$ cat config.mk
export PLATFORM = sky130hd
export DESIGN_NAME = vomc_top
export DESIGN_NICKNAME = d
export VERILOG_FILES = /design/src/vomc_pkg.sv /design/src/vomc_top.sv /design/src/vomc_coef_join.sv
export VERILOG_INCLUDE_DIRS = /design/src
export SDC_FILE = /design/constraint.sdc
export NUM_CORES = 1
export LEC_CHECK = 0
export ABC_AREA = 1
export ABC_CLOCK_PERIOD_IN_PS = 3200
export BUFFER_PORTS_ARGS = -buffer_cell sky130_fd_sc_hd__buf_2
export CAP_MARGIN = 20
export CELL_PAD_IN_SITES_DETAIL_PLACEMENT = 0
export CELL_PAD_IN_SITES_GLOBAL_PLACEMENT = 2
export CORE_MARGIN = 3
export CORE_UTILIZATION = 38
export DETAILED_ROUTE_END_ITERATION = 8
export HOLD_SLACK_MARGIN = 0.05
export PLACE_DENSITY = 0.82
export SETUP_SLACK_MARGIN = 0.3
export SLEW_MARGIN = 20
export SYNTH_ARGS = -nofsm -noshare
export SYNTH_HDL_FRONTEND = slang
export SYNTH_HIERARCHICAL = 1
export SYNTH_SLANG_ARGS = --single-unit
$ cat constraint.sdc
create_clock -name CLK_I -period 3.2 [get_ports CLK_I]
set_clock_uncertainty 0.15 [all_clocks]
set_input_delay 0.64 -clock CLK_I [delete_from_list [all_inputs] [get_ports CLK_I]]
set_output_delay 0.64 -clock CLK_I [all_outputs]
set_load 0.05 [all_outputs]
$ cat src/vomc_params.svh
`ifndef VOMC_PARAMS_SVH
`define VOMC_PARAMS_SVH

// ****************************************************************
// Register offsets on the serial control port
// ****************************************************************
`define VOMC_OFS_MODE_SELECT      8'h01
`define VOMC_OFS_OUT_MODE         8'h02
`define VOMC_OFS_LOW_BITS_A       8'h03
`define VOMC_OFS_LOW_BITS_B       8'h04
`define VOMC_OFS_GREEN_LUMA       8'h05
`define VOMC_OFS_GREEN_BLUE_DIFF  8'h06
`define VOMC_OFS_GREEN_RED_DIFF   8'h07
`define VOMC_OFS_BLUE_FROM_DIFF   8'h08
`define VOMC_OFS_RED_FROM_DIFF    8'h09

// ****************************************************************
// Reset values
// ****************************************************************
`define VOMC_RST_MODE_SELECT      8'h00
`define VOMC_RST_OUT_MODE         8'h20
`define VOMC_RST_LOW_BITS_A       8'h03
`define VOMC_RST_LOW_BITS_B       8'hf0
`define VOMC_RST_GREEN_LUMA       8'h4e
`define VOMC_RST_GREEN_BLUE_DIFF  8'h0e
`define VOMC_RST_GREEN_RED_DIFF   8'h24
`define VOMC_RST_BLUE_FROM_DIFF   8'h92
`define VOMC_RST_RED_FROM_DIFF    8'h7c

// ****************************************************************
// Writable bit masks (reserved bits stay zero)
// ****************************************************************
`define VOMC_WMASK_MODE_SELECT    8'hf6
`define VOMC_WMASK_OUT_MODE       8'hfc

// ****************************************************************
// Field positions
// ****************************************************************
`define VOMC_BIT_DDR_EDGE_LO      1
`define VOMC_BIT_DDR_EDGE_HI      2
`define VOMC_BIT_IN_MODE_LO       4
`define VOMC_BIT_IN_MODE_HI       6
`define VOMC_BIT_PORT_SWAP        7
`define VOMC_BIT_BLACK_BAR        2
`define VOMC_BIT_CSC_MANUAL       3
`define VOMC_BIT_SYNC_ON_RGB      4
`define VOMC_BIT_YPRPB_SEL        5
`define VOMC_BIT_SD_SYNC_EN       6
`define VOMC_BIT_ED_SYNC_EN       7
`define VOMC_LOB_A_GREEN_LUMA     0
`define VOMC_LOB_B_RED_FROM_DIFF  0
`define VOMC_LOB_B_BLUE_FROM_DIFF 2
`define VOMC_LOB_B_GREEN_RED_DIFF 4
`define VOMC_LOB_B_GREEN_BLUE_DIFF 6

`endif

$ cat src/vomc_pkg.sv
`default_nettype none

package vomc_pkg;

    // Decoded input-mode field
    typedef enum {
        VOMC_IN_SD_ONLY,
        VOMC_IN_ED_SDR,
        VOMC_IN_ED_DDR,
        VOMC_IN_SD_ED_SDR,
        VOMC_IN_SD_ED_DDR,
        VOMC_IN_ED_54M,
        VOMC_IN_RESERVED
    } vomc_in_mode_type;

    function automatic vomc_in_mode_type vomc_decode_mode(
        input logic [2:0] field
    );
        case (field)
            3'h0:    return VOMC_IN_SD_ONLY;
            3'h1:    return VOMC_IN_ED_SDR;
            3'h2:    return VOMC_IN_ED_DDR;
            3'h3:    return VOMC_IN_SD_ED_SDR;
            3'h4:    return VOMC_IN_SD_ED_DDR;
            3'h7:    return VOMC_IN_ED_54M;
            default: return VOMC_IN_RESERVED;
        endcase
    endfunction

endpackage

`default_nettype wire

$ cat src/vomc_top.sv
// Function
// - Mode 111 means ED-only input at 54 MHz
// - Port swap option applies to SD only
// - Black bar needs its test-pattern enable too
// - Manual matrix bit selects programmed coefficients
// - Sync on RGB, and RGB/YPrPb select
// - SD sync enable drives SD syncs out when ED/HD sync enable is clear
// - ED/HD sync enable drives ED/HD syncs out
`timescale 1ns/1ps
`include "vomc_params.svh"
`default_nettype none

module vomc_top
    import vomc_pkg::*;
#(
    parameter int COEF_W = 10
) (
    // Clock and reset
    input  wire logic              CLK_I,
    input  wire logic              RST_N_I,
    // Register port from serial control decoder
    input  wire logic              REG_WR_I,
    input  wire logic [7:0]        REG_ADDR_I,
    input  wire logic [7:0]        REG_WDATA_I,
    output logic      [7:0]        REG_RDATA_O,
    // Test-pattern enables from other registers
    input  wire logic              ED_TP_EN_I,
    input  wire logic              SD_TP_EN_I,
    // Syncs from the timing generators
    input  wire logic              SD_HSYNC_I,
    input  wire logic              SD_VSYNC_I,
    input  wire logic              ED_HSYNC_I,
    input  wire logic              ED_VSYNC_I,
    // Input path control
    output logic                   SD_PATH_EN_O,
    output logic                   ED_PATH_EN_O,
    output logic                   ED_DDR_O,
    output logic                   ED_54M_ONLY_O,
    output logic                   PORT_SWAP_O,
    output logic      [1:0]        DDR_EDGE_O,
    // Output mode control
    output logic                   BLACK_BAR_ED_O,
    output logic                   BLACK_BAR_SD_O,
    output logic                   CSC_MANUAL_O,
    output logic                   SYNC_ON_RGB_O,
    output logic                   YPRPB_SEL_O,
    output logic                   S_HSYNC_O,
    output logic                   S_VSYNC_O,
    // Conversion coefficients
    output logic [COEF_W-1:0]      GREEN_LUMA_COEF_O,
    output logic [COEF_W-1:0]      GREEN_BLUE_DIFF_COEF_O,
    output logic [COEF_W-1:0]      GREEN_RED_DIFF_COEF_O,
    output logic [COEF_W-1:0]      BLUE_FROM_DIFF_COEF_O,
    output logic [COEF_W-1:0]      RED_FROM_DIFF_COEF_O
);
    // ****************************************************************
    // Register storage
    // ****************************************************************
    logic [7:0]          mode_sel_reg;
    logic [7:0]          out_mode_reg;
    logic [7:0]          lob_a_reg;
    logic [7:0]          lob_b_reg;
    logic [7:0]          gy_hi_reg;
    logic [7:0]          gu_hi_reg;
    logic [7:0]          gv_hi_reg;
    logic [7:0]          bu_hi_reg;
    logic [7:0]          rv_hi_reg;
    logic [7:0]          rdata_next;
    vomc_in_mode_type    in_mode;
    logic                sd_active;
    logic                ed_active;
    logic                sd_sync_en;
    logic                ed_sync_en;
    logic [5*COEF_W-1:0] coef_all;
    // Address hits
    wire hit_msel = (REG_ADDR_I == `VOMC_OFS_MODE_SELECT);
    wire hit_omod = (REG_ADDR_I == `VOMC_OFS_OUT_MODE);
    wire hit_loa  = (REG_ADDR_I == `VOMC_OFS_LOW_BITS_A);
    wire hit_lob  = (REG_ADDR_I == `VOMC_OFS_LOW_BITS_B);
    wire hit_gy   = (REG_ADDR_I == `VOMC_OFS_GREEN_LUMA);
    wire hit_gu   = (REG_ADDR_I == `VOMC_OFS_GREEN_BLUE_DIFF);
    wire hit_gv   = (REG_ADDR_I == `VOMC_OFS_GREEN_RED_DIFF);
    wire hit_bu   = (REG_ADDR_I == `VOMC_OFS_BLUE_FROM_DIFF);
    wire hit_rv   = (REG_ADDR_I == `VOMC_OFS_RED_FROM_DIFF);
    // Register writes; reserved bits masked so they read back zero
    always_ff @(posedge CLK_I or negedge RST_N_I)
    begin
        if (!RST_N_I)
        begin
            mode_sel_reg <= `VOMC_RST_MODE_SELECT;
            out_mode_reg <= `VOMC_RST_OUT_MODE;
            lob_a_reg    <= `VOMC_RST_LOW_BITS_A;
            lob_b_reg    <= `VOMC_RST_LOW_BITS_B;
            gy_hi_reg    <= `VOMC_RST_GREEN_LUMA;
            gu_hi_reg    <= `VOMC_RST_GREEN_BLUE_DIFF;
            gv_hi_reg    <= `VOMC_RST_GREEN_RED_DIFF;
            bu_hi_reg    <= `VOMC_RST_BLUE_FROM_DIFF;
            rv_hi_reg    <= `VOMC_RST_RED_FROM_DIFF;
        end
        else if (REG_WR_I)
        begin
            if (hit_msel)
                mode_sel_reg <= REG_WDATA_I & `VOMC_WMASK_MODE_SELECT;
            if (hit_omod)
                out_mode_reg <= REG_WDATA_I & `VOMC_WMASK_OUT_MODE;
            if (hit_loa)
                lob_a_reg <= REG_WDATA_I;
            if (hit_lob)
                lob_b_reg <= REG_WDATA_I;
            if (hit_gy)
                gy_hi_reg <= REG_WDATA_I;
            if (hit_gu)
                gu_hi_reg <= REG_WDATA_I;
            if (hit_gv)
                gv_hi_reg <= REG_WDATA_I;
            if (hit_bu)
                bu_hi_reg <= REG_WDATA_I;
            if (hit_rv)
                rv_hi_reg <= REG_WDATA_I;
        end
    end

    // ****************************************************************
    // Read path
    // ****************************************************************
    // Unmapped subaddresses read as zero
    assign rdata_next = hit_msel ? mode_sel_reg :
                        hit_omod ? out_mode_reg :
                        hit_loa  ? lob_a_reg    :
                        hit_lob  ? lob_b_reg    :
                        hit_gy   ? gy_hi_reg    :
                        hit_gu   ? gu_hi_reg    :
                        hit_gv   ? gv_hi_reg    :
                        hit_bu   ? bu_hi_reg    :
                        hit_rv   ? rv_hi_reg    : 8'h00;
    // ****************************************************************
    // Mode decode
    // ****************************************************************
    // Input mode field to active input paths
    assign in_mode   = vomc_decode_mode(
        mode_sel_reg[`VOMC_BIT_IN_MODE_HI:`VOMC_BIT_IN_MODE_LO]);
    assign sd_active = (in_mode == VOMC_IN_SD_ONLY) ||
                       (in_mode == VOMC_IN_SD_ED_SDR) ||
                       (in_mode == VOMC_IN_SD_ED_DDR);
    assign ed_active = (in_mode != VOMC_IN_SD_ONLY) &&
                       (in_mode != VOMC_IN_RESERVED);
    assign sd_sync_en = out_mode_reg[`VOMC_BIT_SD_SYNC_EN];
    assign ed_sync_en = out_mode_reg[`VOMC_BIT_ED_SYNC_EN];
    // Coefficient joining; slice order is red, blue, gv, gu, gy
    vomc_coef_join #(
        .HI_W (COEF_W - 2),
        .LO_W (2)
    ) u_join [4:0] (
        .hi_i   ({rv_hi_reg, bu_hi_reg, gv_hi_reg, gu_hi_reg, gy_hi_reg}),
        .lo_i   ({lob_b_reg[`VOMC_LOB_B_RED_FROM_DIFF +: 2],
                  lob_b_reg[`VOMC_LOB_B_BLUE_FROM_DIFF +: 2],
                  lob_b_reg[`VOMC_LOB_B_GREEN_RED_DIFF +: 2],
                  lob_b_reg[`VOMC_LOB_B_GREEN_BLUE_DIFF +: 2],
                  lob_a_reg[`VOMC_LOB_A_GREEN_LUMA +: 2]}),
        .coef_o (coef_all)
    );
    // ****************************************************************
    // Output flops
    // ****************************************************************
    // All outputs registered so downstream sees glitch-free levels
    always_ff @(posedge CLK_I or negedge RST_N_I)
    begin
        if (!RST_N_I)
        begin
            REG_RDATA_O            <= 8'h00;
            SD_PATH_EN_O           <= 1'b0;
            ED_PATH_EN_O           <= 1'b0;
            ED_DDR_O               <= 1'b0;
            ED_54M_ONLY_O          <= 1'b0;
            PORT_SWAP_O            <= 1'b0;
            DDR_EDGE_O             <= 2'h0;
            BLACK_BAR_ED_O         <= 1'b0;
            BLACK_BAR_SD_O         <= 1'b0;
            CSC_MANUAL_O           <= 1'b0;
            SYNC_ON_RGB_O          <= 1'b0;
            YPRPB_SEL_O            <= 1'b0;
            S_HSYNC_O              <= 1'b0;
            S_VSYNC_O              <= 1'b0;
            GREEN_LUMA_COEF_O      <= '0;
            GREEN_BLUE_DIFF_COEF_O <= '0;
            GREEN_RED_DIFF_COEF_O  <= '0;
            BLUE_FROM_DIFF_COEF_O  <= '0;
            RED_FROM_DIFF_COEF_O   <= '0;
        end
        else
        begin
            REG_RDATA_O   <= rdata_next;
            SD_PATH_EN_O  <= sd_active;
            ED_PATH_EN_O  <= ed_active;
            ED_DDR_O      <= (in_mode == VOMC_IN_ED_DDR) ||
                             (in_mode == VOMC_IN_SD_ED_DDR);
            ED_54M_ONLY_O <= (in_mode == VOMC_IN_ED_54M);
            // Swap is meaningless without an SD path
            PORT_SWAP_O   <= mode_sel_reg[`VOMC_BIT_PORT_SWAP] &&
                             sd_active;
            DDR_EDGE_O    <= mode_sel_reg[`VOMC_BIT_DDR_EDGE_HI:
                                          `VOMC_BIT_DDR_EDGE_LO];
            BLACK_BAR_ED_O <= out_mode_reg[`VOMC_BIT_BLACK_BAR] &&
                              ED_TP_EN_I;
            BLACK_BAR_SD_O <= out_mode_reg[`VOMC_BIT_BLACK_BAR] &&
                              SD_TP_EN_I;
            CSC_MANUAL_O  <= out_mode_reg[`VOMC_BIT_CSC_MANUAL];
            SYNC_ON_RGB_O <= out_mode_reg[`VOMC_BIT_SYNC_ON_RGB];
            YPRPB_SEL_O   <= out_mode_reg[`VOMC_BIT_YPRPB_SEL];
            // Shared pins: ED/HD wins if both enables are set
            S_HSYNC_O <= ed_sync_en ? ED_HSYNC_I :
                         (sd_sync_en && SD_HSYNC_I);
            S_VSYNC_O <= ed_sync_en ? ED_VSYNC_I :
                         (sd_sync_en && SD_VSYNC_I);
            GREEN_LUMA_COEF_O      <= coef_all[0*COEF_W +: COEF_W];
            GREEN_BLUE_DIFF_COEF_O <= coef_all[1*COEF_W +: COEF_W];
            GREEN_RED_DIFF_COEF_O  <= coef_all[2*COEF_W +: COEF_W];
            BLUE_FROM_DIFF_COEF_O  <= coef_all[3*COEF_W +: COEF_W];
            RED_FROM_DIFF_COEF_O   <= coef_all[4*COEF_W +: COEF_W];
        end
    end
endmodule // vomc_top

`default_nettype wire

$ cat src/vomc_coef_join.sv
`timescale 1ns/1ps
`default_nettype none

// ****************************************************************
// Joins upper and lower coefficient bits into one coefficient
// ****************************************************************
module vomc_coef_join #(
    parameter int HI_W = 8,
    parameter int LO_W = 2
) (
    // Coefficient parts
    input  wire logic [HI_W-1:0]      hi_i,
    input  wire logic [LO_W-1:0]      lo_i,
    // Joined coefficient
    output logic [HI_W+LO_W-1:0]      coef_o
);

    // Upper bits from own register, low bits from shared one
    assign coef_o = {hi_i, lo_i};

endmodule // vomc_coef_join

`default_nettype wire

## After elaboration in Yosys (flattened, before gate mapping)

Cells that the tools add are included.

| word-level totals | value |
|---|---|
| input bits | 25 |
| logic and storage cells | 80 |
| output and inout bits | 72 |
| flip-flop bits (word level) | 140 |

| operators by class | value |
|---|---|
| reductions and logical operators | 21 |
| equality and inequality tests | 19 |
| muxes and demuxes | 12 |

Operators with widths:

| cell | number |
|---|---|
| 8-bit two-way mux | 9 |
| 32-bit by 3-bit equality test with 1-bit output (second input constant) | 2 |
| 32-bit by 4-bit equality test with 1-bit output (second input constant) | 2 |
| 8-bit by 3-bit equality test with 1-bit output (second input constant) | 4 |
| 32-bit zero test | 1 |
| 32-bit by 4-bit != test with 1-bit output (second input constant) | 1 |
| 32-bit nonzero test | 1 |
| 3-bit one-hot mux with 6 select lines | 1 |
| 2-bit AND reduction | 9 |
| 8-bit by 2-bit equality test with 1-bit output (second input constant) | 2 |
| 8-bit by 4-bit equality test with 1-bit output (second input constant) | 2 |
| 8-bit by 1-bit equality test with 1-bit output (second input constant) | 1 |
| 3-bit by 2-bit equality test with 1-bit output (second input constant) | 2 |
| 3-bit equality test (second input constant) | 2 |
| 1-bit logical AND | 6 |
| 3-bit by 1-bit equality test with 1-bit output (second input constant) | 1 |
| 3-bit zero test | 1 |
| 1-bit logical OR | 3 |
| 1-bit two-way mux | 2 |

## Depth between registers and ports, before layout

Gate-level depths: netlist (run 1).

| logic depth | value |
|---|---|
| word-level depth | 10 |
| depth in mapped cells | 16 |

## Cells and area by module

The synthesis (run 1) kept the hierarchy.

Modules (own cells, without submodules):

| module | instances | cells an instance | area each (um^2) | sequential area each (um^2) |
|---|---|---|---|---|
| vomc_top | 1 | 476 | 5092.4 | 3533.4 |
| vomc_coef_join | 5 | 10 | 75.1 | 0.0 |

## Least setup slack after synthesis (run 1)

OpenSTA, ideal clock, no wires.

| timing | value |
|---|---|
| path kind | in2reg |
| from | in REG_ADDR_I[7] |
| to | reg REG_RDATA_O[2] |
| required time | 2.933 ns |
| setup slack | 1.242 ns |
| path buffers | 1 |
| arrival time | 1.692 ns |
| stages | 13 |
| cells stage by stage | nor2_1 > nand2_1 > buf_6 > nor3_4 > nor2_1 > nand2_1 > nand2_1 > nand2_1 > nand2_1 > nand2_1 > nand2_1 > nand2_1 > nand2_1 |

| on the way | value |
|---|---|
| word-level cells in the longest chain between the ends | 10 |

Ends and longest elaborated chain:

| item | RTL line | source |
|---|---|---|
| from (decl) | vomc_top.sv:23 | `input wire logic [7:0] REG_ADDR_I,` |
| 8-bit by 4-bit equality test with 1-bit output (no source line) | - |  |
| 8-bit two-way mux | vomc_top.sv:135 | `hit_rv ? rv_hi_reg : 8'h00;` |
| 8-bit two-way mux | vomc_top.sv:134 | `hit_bu ? bu_hi_reg :` |
| 8-bit two-way mux | vomc_top.sv:133 | `hit_gv ? gv_hi_reg :` |
| 8-bit two-way mux | vomc_top.sv:132 | `hit_gu ? gu_hi_reg :` |
| 8-bit two-way mux | vomc_top.sv:131 | `hit_gy ? gy_hi_reg :` |
| 8-bit two-way mux | vomc_top.sv:130 | `hit_lob ? lob_b_reg :` |
| 8-bit two-way mux | vomc_top.sv:129 | `hit_loa ? lob_a_reg :` |
| 8-bit two-way mux | vomc_top.sv:128 | `hit_omod ? out_mode_reg :` |
| 8-bit two-way mux * | vomc_top.sv:127 | `assign rdata_next = hit_msel ? mode_sel_reg :` |
| via rdata_next[2] | vomc_top.sv:68 | `logic [7:0] rdata_next;` |
| to (signal assigned) | vomc_top.sv:192 | `REG_RDATA_O <= rdata_next;` |
| to (decl) | vomc_top.sv:25 | `output logic [7:0] REG_RDATA_O,` |

Mark *: on every way through the listed nets, which the timed path passes. The rest lies on a longest branch.
A chain may end at the register's enable or synchronous reset.

## Worst setup path after layout (run 1)

| timing | value |
|---|---|
| from | in REG_ADDR_I[7] |
| to | reg gy_hi_reg[4] |

| on the way | value |
|---|---|
| word-level cells in the longest chain between the ends | 2 |

Ends and longest elaborated chain:

| item | RTL line | source |
|---|---|---|
| 8-bit by 3-bit equality test with 1-bit output (no source line) | - |  |
| 2-bit AND reduction (no source line) | - |  |
| to (signal assigned) | vomc_top.sv:94 | `` gy_hi_reg <= `VOMC_RST_GREEN_LUMA; `` |
| to (decl) | vomc_top.sv:63 | `logic [7:0] gy_hi_reg;` |

Every way passes these cells.

==> metrics.csv, run 1 <==
metric,value,unit
fin crit period,2290,ps
# setup viols final,0,
Final Hold Fails,0,
cell accounting for the most synthesized area,dfrtp_1,
Worst path most repeated cell,nand2_1,
Die Ht,126,um
#FFs+latches synth,140,
Worst Path Max Fanout,16,
leakage power,3.34,nW
antenna cells,0,
Initial Utilization,39.1,%
Pwr Total,4.35,mW
"Clk pin slew, worst setup/hold paths",60,ps
"commonest non-fill, non-tap cell in the layout",nand2_1,
share of cells above drive strength 1,29.0,%
CTS tree,built,
CTS buffer count,17,
nets,608,
Hold Buf Count CTS,0,
Root Buffer,clkbuf_16,
number of fill cells,1381,
Worst path max stage delay,330,ps
Placer Congestion,0.768,
Placed Cells,744,
RSZ-0062 raised after global routing,no,
# H-tree levels,4,
initial antenna violation count,0,
global route overflow,0,
number of flops mapped to enable cells by yosys,0,
Max Freq,0.437,GHz
final design area excluding fillers,6420,um^2
DP Worst Slack,484,ps
global-route wire length before repair,20000,um
"top cells by area, synth","dfrtp_1, dfstp_2, nand2_1",
Worst R2R Path Depth,12,
Slew Limit Fails,0,
DR pass1 iterations,4,
vias per inst,4.64,
Post-Route WL,12300,um
Total Routing Usage GR,16.4,%
Post-CTS Setup Inserts,0,
Peak VDD IR,0.320,mV
dpl cell area,5770,um^2
post-synthesis sequential area ratio,64.6,%
top_reg_cell synth,dfrtp_1,
via count,3604,
most frequent cells in the layout,"nand2_1, dfrtp_1, buf_2",
Core ar.,14000,um^2
Critical Path Start Type,primary input,
CP endpoint kind,flip-flop,
Core Rows,43,
critical path cell sequence,"buf_2, nor2_1, nand2_1, inv_1, nand4_1, inv_2, nand2_1, nand2_1, o21ai_0",
maximum clock insertion buffer count,2,
Mapped Cells,526,
status,finished clean,
critical path data arrival time,2420,ps
min-delay worst type,in -> async,
Post-Layout Cell Count,776,
largest net degree at the start of global routing,60,
fin crit share,71.4,%
Mapped Avg Cell Area,10.4,um^2
Post-Syn Area,5470,um^2
Post-DP HPWL,8660,um
chip width,126,um
max_slew headroom,59.7,%
Max-cap violations,0,
Avg WL per Cell,15.9,um
# DRC,0,
Syn. warnings,6,
worst slew pin tran,600,ps
"Core Util, Final",45.9,%
PortBufs,96,
Crit Path Category,in -> reg,
pwr dens,677,nW/um^2
setup TNS,0,ps
Antenna Nets Post-Route,0,
number of DRC markers in iteration 0,368,
syn_nets,551,
share of the synthesized area in the top cell type,53.1,%
final worst slack,914,ps
Clock Latency Late Sink,410,ps
vias in the first global route,3739,
"Max stage delay cell, worst path",nand2_1,
P&R area growth vs syn,17.4,%
CTS Sinks,140,
Netlist cell types,28,
post_cts resized,0,
Post-synth ARST share,100,%
die area,15900,um^2
CP Data Required Time,3330,ps
IO Count,97,
Min Hold Slack,33.7,ps
[critical path: cells and delay by family]
kind	cells	cell delay, ps
AO/OA/AOI/OAI	1	90
buffers and inverters	3	600
AND/OR/NAND/NOR	5	1070
[synthesized netlist by cell type (4+ instances only)]
cell and instances:
buf_4 50, nand3_1 14, nor3_4 4, nor2_1 13
nand4_1 6, nand2_2 4, buf_2 7, a21oi_1 13
inv_1 29, dfstp_2 24, o21ai_0 71, dfrtp_1 116
nand2_1 148
[area by class of cell]
type / instances / area, um^2 / share of cell area (%)
sequential: 140 / 3530 / 55.0
timing repair buffer: 99 / 522 / 8.13
multi-input combinational: 293 / 1370 / 21.4
tap: 180 / 225 / 3.51
clock inverter: 10 / 161 / 2.51
inverter: 32 / 120 / 1.87
clock buffer: 22 / 484 / 7.54
[final timing paths]
path	from	endpoint	slack, ps
hold reg to reg	rv_hi_reg[4]	RED_FROM_DIFF_COEF_O[6]	260
min in group CLK_I	rv_hi_reg[4]	RED_FROM_DIFF_COEF_O[6]	260
hold / removal	RST_N_I	BLUE_FROM_DIFF_COEF_O[5]	30
setup reg to reg	rv_hi_reg[2]	REG_RDATA_O[2]	1770
max in group asynchronous	RST_N_I	gu_hi_reg[2]	2040
setup / recovery	REG_ADDR_I[7]	gy_hi_reg[4]	910
[cells by family after synthesis]
logic type / count (synthesis) / share of synthesized area, %
DFF: 140 / 64.6
AOI/OAI and AO/OA: 89 / 8.26
and+or+nand+nor: 204 / 16.9
buffers and inverters: 93 / 10.3
[metal layers]
layer	track usage [%]	part of all wire (%)	up-vias
met4	5.30	1.2	0
met2	27.3	52	79
met1	21.2	43	1756
li1	-	-	1759
met3	3.99	3.9	10
met5	0	0	-
[where the power goes]
part           switching [mW]  internal, mW
clock network           0.731          1.39
logic                   0.253        0.0663
registers              0.0483          1.86
total                    1.03          3.32
Note: power is estimated with default switching activity, not from simulation.
==> inputs of run 2 (changes only) <==
ABC_CLOCK_PERIOD_IN_PS = 1900   (was 3200)
CORE_UTILIZATION = 32   (was 38)
PLACE_DENSITY = 0.74   (was 0.82)
clock period = 1.9 ns   (was 3.2 ns; I/O delays follow)
==> run 2 against run 1 <==
Compared with the run above: register-to-register slack worse by 1300 ps; non-clock buffer count up 32; worst hold slack improved by 170 ps; final cell count rose by 9.3%; clock power rose by 58%; count of clock-buffer cells in the layout fell by 4; power increased by 64%; die area is 18% higher; utilization is 5.3 points lower; cell area up 5.2%.
==> metrics.csv, run 2 (same netlist as run 1, synthesis figures left out) <==
metric,value,unit
vias in the first global route,3906,
RSZ-0062 raised after global routing,yes,
Peak VDD IR,0.621,mV
Clock Latency Late Sink,430,ps
worst slew pin tran,363,ps
fin crit share,82.3,%
via count,3731,
CTS tree,built,
register area,3530,um^2
final worst slack,336,ps
DP Worst Slack,-169,ps
Antenna Nets Post-Route,0,
dpl cell area,6030,um^2
Worst path max stage delay,390,ps
Crit path max-delay family,flip-flops,
critical path cell sequence,clkbuf_4,
maximum clock insertion buffer count,2,
min-delay worst type,in -> reg,
P&R area growth vs syn,23.5,%
Core Rows,47,
pwr dens,1060,nW/um^2
global route overflow,0,
"Max stage delay cell, worst path",dfrtp_1,
Max-cap violations,0,
Slew Limit Fails,0,
leakage power,3.50,nW
Worst Path Max Fanout,1,
nets,640,
DR pass1 iterations,4,
CTS Sinks,140,
Multi-input gate area,1400,um^2
Max Freq,0.639,GHz
chip width,137,um
Avg WL per Cell,15.1,um
fin crit period,1560,ps
most frequent cells in the layout,"nand2_1, dfrtp_1, buf_2",
number of fill cells,1646,
# setup viols final,0,
IO Count,97,
"commonest non-fill, non-tap cell in the layout",nand2_1,
CTS buffer count,17,
Critical Path Start Type,flip-flop,
Root Buffer,clkbuf_16,
final design area excluding fillers,6750,um^2
critical path data arrival time,1030,ps
Initial Utilization,32.9,%
die area,18700,um^2
# H-tree levels,4,
antenna cells,0,
Crit Path Category,reg -> out,
vias per inst,4.40,
share of cells above drive strength 1,33.0,%
Post-DP HPWL,9390,um
Placer Congestion,0.777,
largest net degree at the start of global routing,52,
Final Hold Fails,0,
global-route wire length before repair,20900,um
initial antenna violation count,0,
"Core Util, Final",40.6,%
PortBufs,96,
# DRC,0,
Post-Route WL,12800,um
Total Routing Usage GR,15.0,%
CP endpoint kind,output pin,
max_slew headroom,75.8,%
"Clk pin slew, worst setup/hold paths",60,ps
Core ar.,16600,um^2
Die Ht,137,um
CP Data Required Time,1370,ps
status,finished clean,
number of DRC markers in iteration 0,183,
CP bufs+invs,1,
[run 2: cell types whose count changed in the layout (fill, tap and decap cells not counted), sizes merged]
cell         delta
clkinv          +6
inv             +1
bufinv          -1
buf            +24
clkbuf          -3
clkinvlp        -2
dlygate4sd3     +7
[run 2: final timing paths]
| kind | depth (start not counted) | from | endpoint | slack [ps] |
|---|---|---|---|---|
| setup / recovery | 1 | REG_RDATA_O[7] | REG_RDATA_O[7] | 340 |
| hold / removal | 3 | REG_WDATA_I[5] | gu_hi_reg[5] | 210 |
| setup reg to reg | 4 | out_mode_reg[7] | S_VSYNC_O | 470 |
| hold reg to reg | 0 | gy_hi_reg[0] | GREEN_LUMA_COEF_O[2] | 260 |
| max in group asynchronous | 3 | RST_N_I | rv_hi_reg[6] | 760 |
| min in group asynchronous | 2 | RST_N_I | DDR_EDGE_O[1] | 230 |
[run 2: worst min-delay path, delay by kind of cell]
family          cells  cell delay, ps
compound gates      1             160
buf+inv             2             200
[run 2: what timing repair did]
item	in CTS	in global routing
setup endpoints to repair	5	49
pin swaps	0	1
hold buffers	7	0
buffers inserted	0	1
resized for setup	5	8
hold endpoints to repair	122	0
[run 2: final cells by class]
| cell class | count | area share [%] |
|---|---|---|
| sequential | 140 | 52.3 |
| multi-input combinational | 293 | 20.8 |
| timing repair buffer | 131 | 12.2 |
| clock buffer | 18 | 6.36 |
| tap | 220 | 4.08 |
| clock inverter | 14 | 2.52 |
| inverter | 32 | 1.78 |
[run 2: report_power, final]
| part | internal, mW | switching (mW) | leakage (nW) |
|---|---|---|---|
| combinational | 0.136 | 0.434 | 1.36 |
| sequential | 3.14 | 0.0823 | 1.84 |
| clock | 2.06 | 1.28 | 0.294 |
[run 2: through the flow]
stage          total power, mW  hold WS, ps  cells  setup TNS (ps)
2_1_floorplan             3.66        -65.6    526               0
3_3_place_gp              3.83          110    808            -825
3_5_place_dp              3.84          115    808           -1910
4_1_cts                   7.21          204    847               0
5_1_grt                   7.40          217    848               0
6_report                  7.14          206    848               0
[run 2: per-layer routing]
metal / wire, um / track usage (%)
met2: 6400 / 24.8
met4: 193 / 5.21
met3: 499 / 4.23
met5: 0 / 0
met1: 5710 / 18.9
==> inputs of run 3 (changes only) <==
ABC_AREA = 0   (was 1)
ABC_CLOCK_PERIOD_IN_PS = 1460   (was 1900)
CORE_UTILIZATION = 38   (was 32)
PLACE_DENSITY = 0.76   (was 0.74)
clock period = 1.46 ns   (was 1.9 ns; I/O delays follow)
==> run 3 against run 2 <==
Compared with the run above: the flow now finishes with violations (negative setup slack); sequential share of layout area is 7.7 points lower; critical path depth is 6 higher; first-iteration DRC count is 29% higher; synthesized area is 4.6% higher; synthesized cell count is 21% lower; worst setup slack worse by 390 ps; sequential cell count stayed put; sequential power is 31% higher; critical path type is now in -> reg.
==> metrics.csv, run 3 <==
metric,value,unit
"commonest non-fill, non-tap cell in the layout",dfrtp_1,
antenna cells,0,
cell accounting for the most synthesized area,dfrtp_1,
"Clk pin slew, worst setup/hold paths",60,ps
initial antenna violation count,0,
leakage power,3.87,nW
Max-cap violations,0,
CP Data Required Time,1610,ps
critical path cell sequence,"buf_6, nor4_4, buf_4, nor3b_4, buf_4, nand3_4, mux2_2",
"top cells by count, synth","dfrtp_1, mux2_2, buf_4",
most frequent cells in the layout,"dfrtp_1, buf_6, buf_4",
"Max stage delay cell, worst path",mux2_2,
pwr dens,1210,nW/um^2
Worst path max stage delay,310,ps
largest net degree at the start of global routing,41,
# setup viols final,27,
CTS Sinks,140,
vias in the first global route,3977,
reg2reg setup slack,30,ps
CP bufs+invs,3,
# DRC,0,
Worst R2R Path Depth,5,
Peak VDD IR,0.783,mV
CTS tree,built,
Worst Path Max Fanout,6,
number of DRC markers in iteration 0,236,
"top cells by area, synth","dfrtp_1, mux2_2, dfstp_2",
final design area excluding fillers,7930,um^2
Clock Latency Late Sink,420,ps
number of fill cells,1209,
RSZ-0062 raised after global routing,yes,
top_reg_cell synth,dfrtp_1,
Critical Path Start Type,primary input,
Avg WL per Cell,20.0,um
Power Internal,7.08,mW
Root Buffer,clkbuf_16,
nets,571,
Post-synth ARST share,100,%
Placer Congestion,0.860,
Comb pwr share,12.2,%
Worst Setup EP,out_mode_reg[6],
final worst slack,-53.6,ps
Core Rows,44,
Reg2Reg Launch Point,bu_hi_reg[6],
via count,3739,
syn_nets,441,
maximum clock insertion buffer count,2,
# H-tree levels,4,
DR pass1 iterations,4,
min-delay worst type,in -> reg,
most frequent cell after synthesis,dfrtp_1,
reg-to-reg endpoint,REG_RDATA_O[6],
fin crit share,104,%
sw frac,26.0,%
#FFs+latches synth,140,
crit path launch,REG_ADDR_I[4],
Total Routing Usage GR,19.0,%
global route overflow,0,
Die Ht,129,um
die area,16600,um^2
Post-Route WL,14800,um
hold_sp,REG_WDATA_I[0],
global-route wire length before repair,23400,um
CP endpoint kind,flip-flop,
chip width,129,um
Slew Limit Fails,0,
IO Count,97,
failing checks,negative setup slack,
Syn. warnings,6,
dpl cell area,6600,um^2
Max Freq,0.661,GHz
fin crit period,1510,ps
Final Hold Fails,0,
worst slew pin tran,369,ps
Worst path most repeated cell,buf_4,
PortBufs,96,
Core ar.,14600,um^2
Crit path max-delay family,simple AND/OR/NAND/NOR gates,
Crit Path Category,in -> reg,
Mapped Avg Cell Area,13.8,um^2
CTS buffer count,17,
cell count along the critical path,7,
post-synthesis sequential area ratio,61.8,%
Mapped Cells,416,
Net Switching,2.49,mW
share of cells above drive strength 1,58.1,%
share of the synthesized area in the top cell type,50.7,%
Post-Syn Area,5720,um^2
P&R area growth vs syn,38.6,%
share of power burned in registers,44.1,%
Pwr Total,9.57,mW
Post-DP HPWL,10200,um
number of flops mapped to enable cells by yosys,0,
critical path data arrival time,1670,ps
max_slew headroom,75.4,%
Initial Utilization,39.1,%
Antenna Nets Post-Route,0,
vias per inst,5.03,
Clock power frac,43.7,%
Netlist cell types,50,
status,"finished, violations left",
==> run 3: timing repair <==
item                                    in CTS  in global routing
hold buffers                                 7                  0
buffers inserted                             8                  1
endpoints found under the setup margin     148                149
gates resized for setup                    174                 12
endpoints found under the hold margin      126                  0
pin swaps                                   10                  8
==> run 3: stage by stage <==
| stage | hold WS [ps] | instances | util [%] | setup slack [ps] | setup TNS [ps] |
|---|---|---|---|---|---|
| after floorplan | -154 | 416 | - | -325 | -15590 |
| after global placement | 34.6 | 695 | 45.1 | -525 | -33620 |
| after detailed placement | 43.1 | 695 | 45.1 | -552 | -35260 |
| after CTS | 56.9 | 742 | 53.8 | -83.9 | -1570 |
| after global routing | 84.3 | 743 | 54.1 | -79.7 | -1220 |
| final | 72.1 | 743 | 54.1 | -53.6 | -592 |
==> run 3: cells by family after synthesis <==
kind of cell | synth area share [%]
AND/OR/NAND/NOR | 6.80
buffers and inverters | 8.11
XOR/XNOR | 0.306
flip-flops | 61.8
multiplexers | 15.9
AO/OA/AOI/OAI | 7.07
==> run 3: power groups by stage <==
stage,combinational [mW],clock (mW),sequential [mW]
2_1_floorplan,0.336,0,4.53
3_3_place_gp,0.987,0,4.26
3_5_place_dp,0.998,0,4.26
4_1_cts,1.17,4.26,4.22
5_1_grt,1.24,4.45,4.24
6_report,1.17,4.18,4.22
==> run 3: worst min path at each step <==
stage	endpoint	slack (ps)	cells past startpoint
5_1_grt	gy_hi_reg[0]	80	2
2_1_floorplan	BLACK_BAR_ED_O	-150	0
4_1_cts	rv_hi_reg[0]	60	2
3_5_place_dp	lob_b_reg[2]	40	1
6_report	rv_hi_reg[0]	70	2
3_3_place_gp	REG_RDATA_O[2]	30	1
==> run 3: cell type report <==
type                       instances  area (um^2)  share of cell area, %
clock inverter                    14          145                   1.83
tap                              184          230                   2.90
sequential                       140         3540                   44.6
multi-input combinational        206         1890                   23.8
clock buffer                      18          429                   5.41
inverter                           3         11.3                  0.142
timing repair buffer             178         1690                   21.3
==> run 3: metal layers <==
metal | up-vias | GRT usage, % | part of all wire [%]
met2 | 120 | 28.9 | 48
met5 | - | 0 | 0
met4 | 0 | 6.61 | 1.3
met3 | 20 | 5.19 | 6.1
met1 | 1896 | 26.2 | 44
li1 | 1703 | - | -
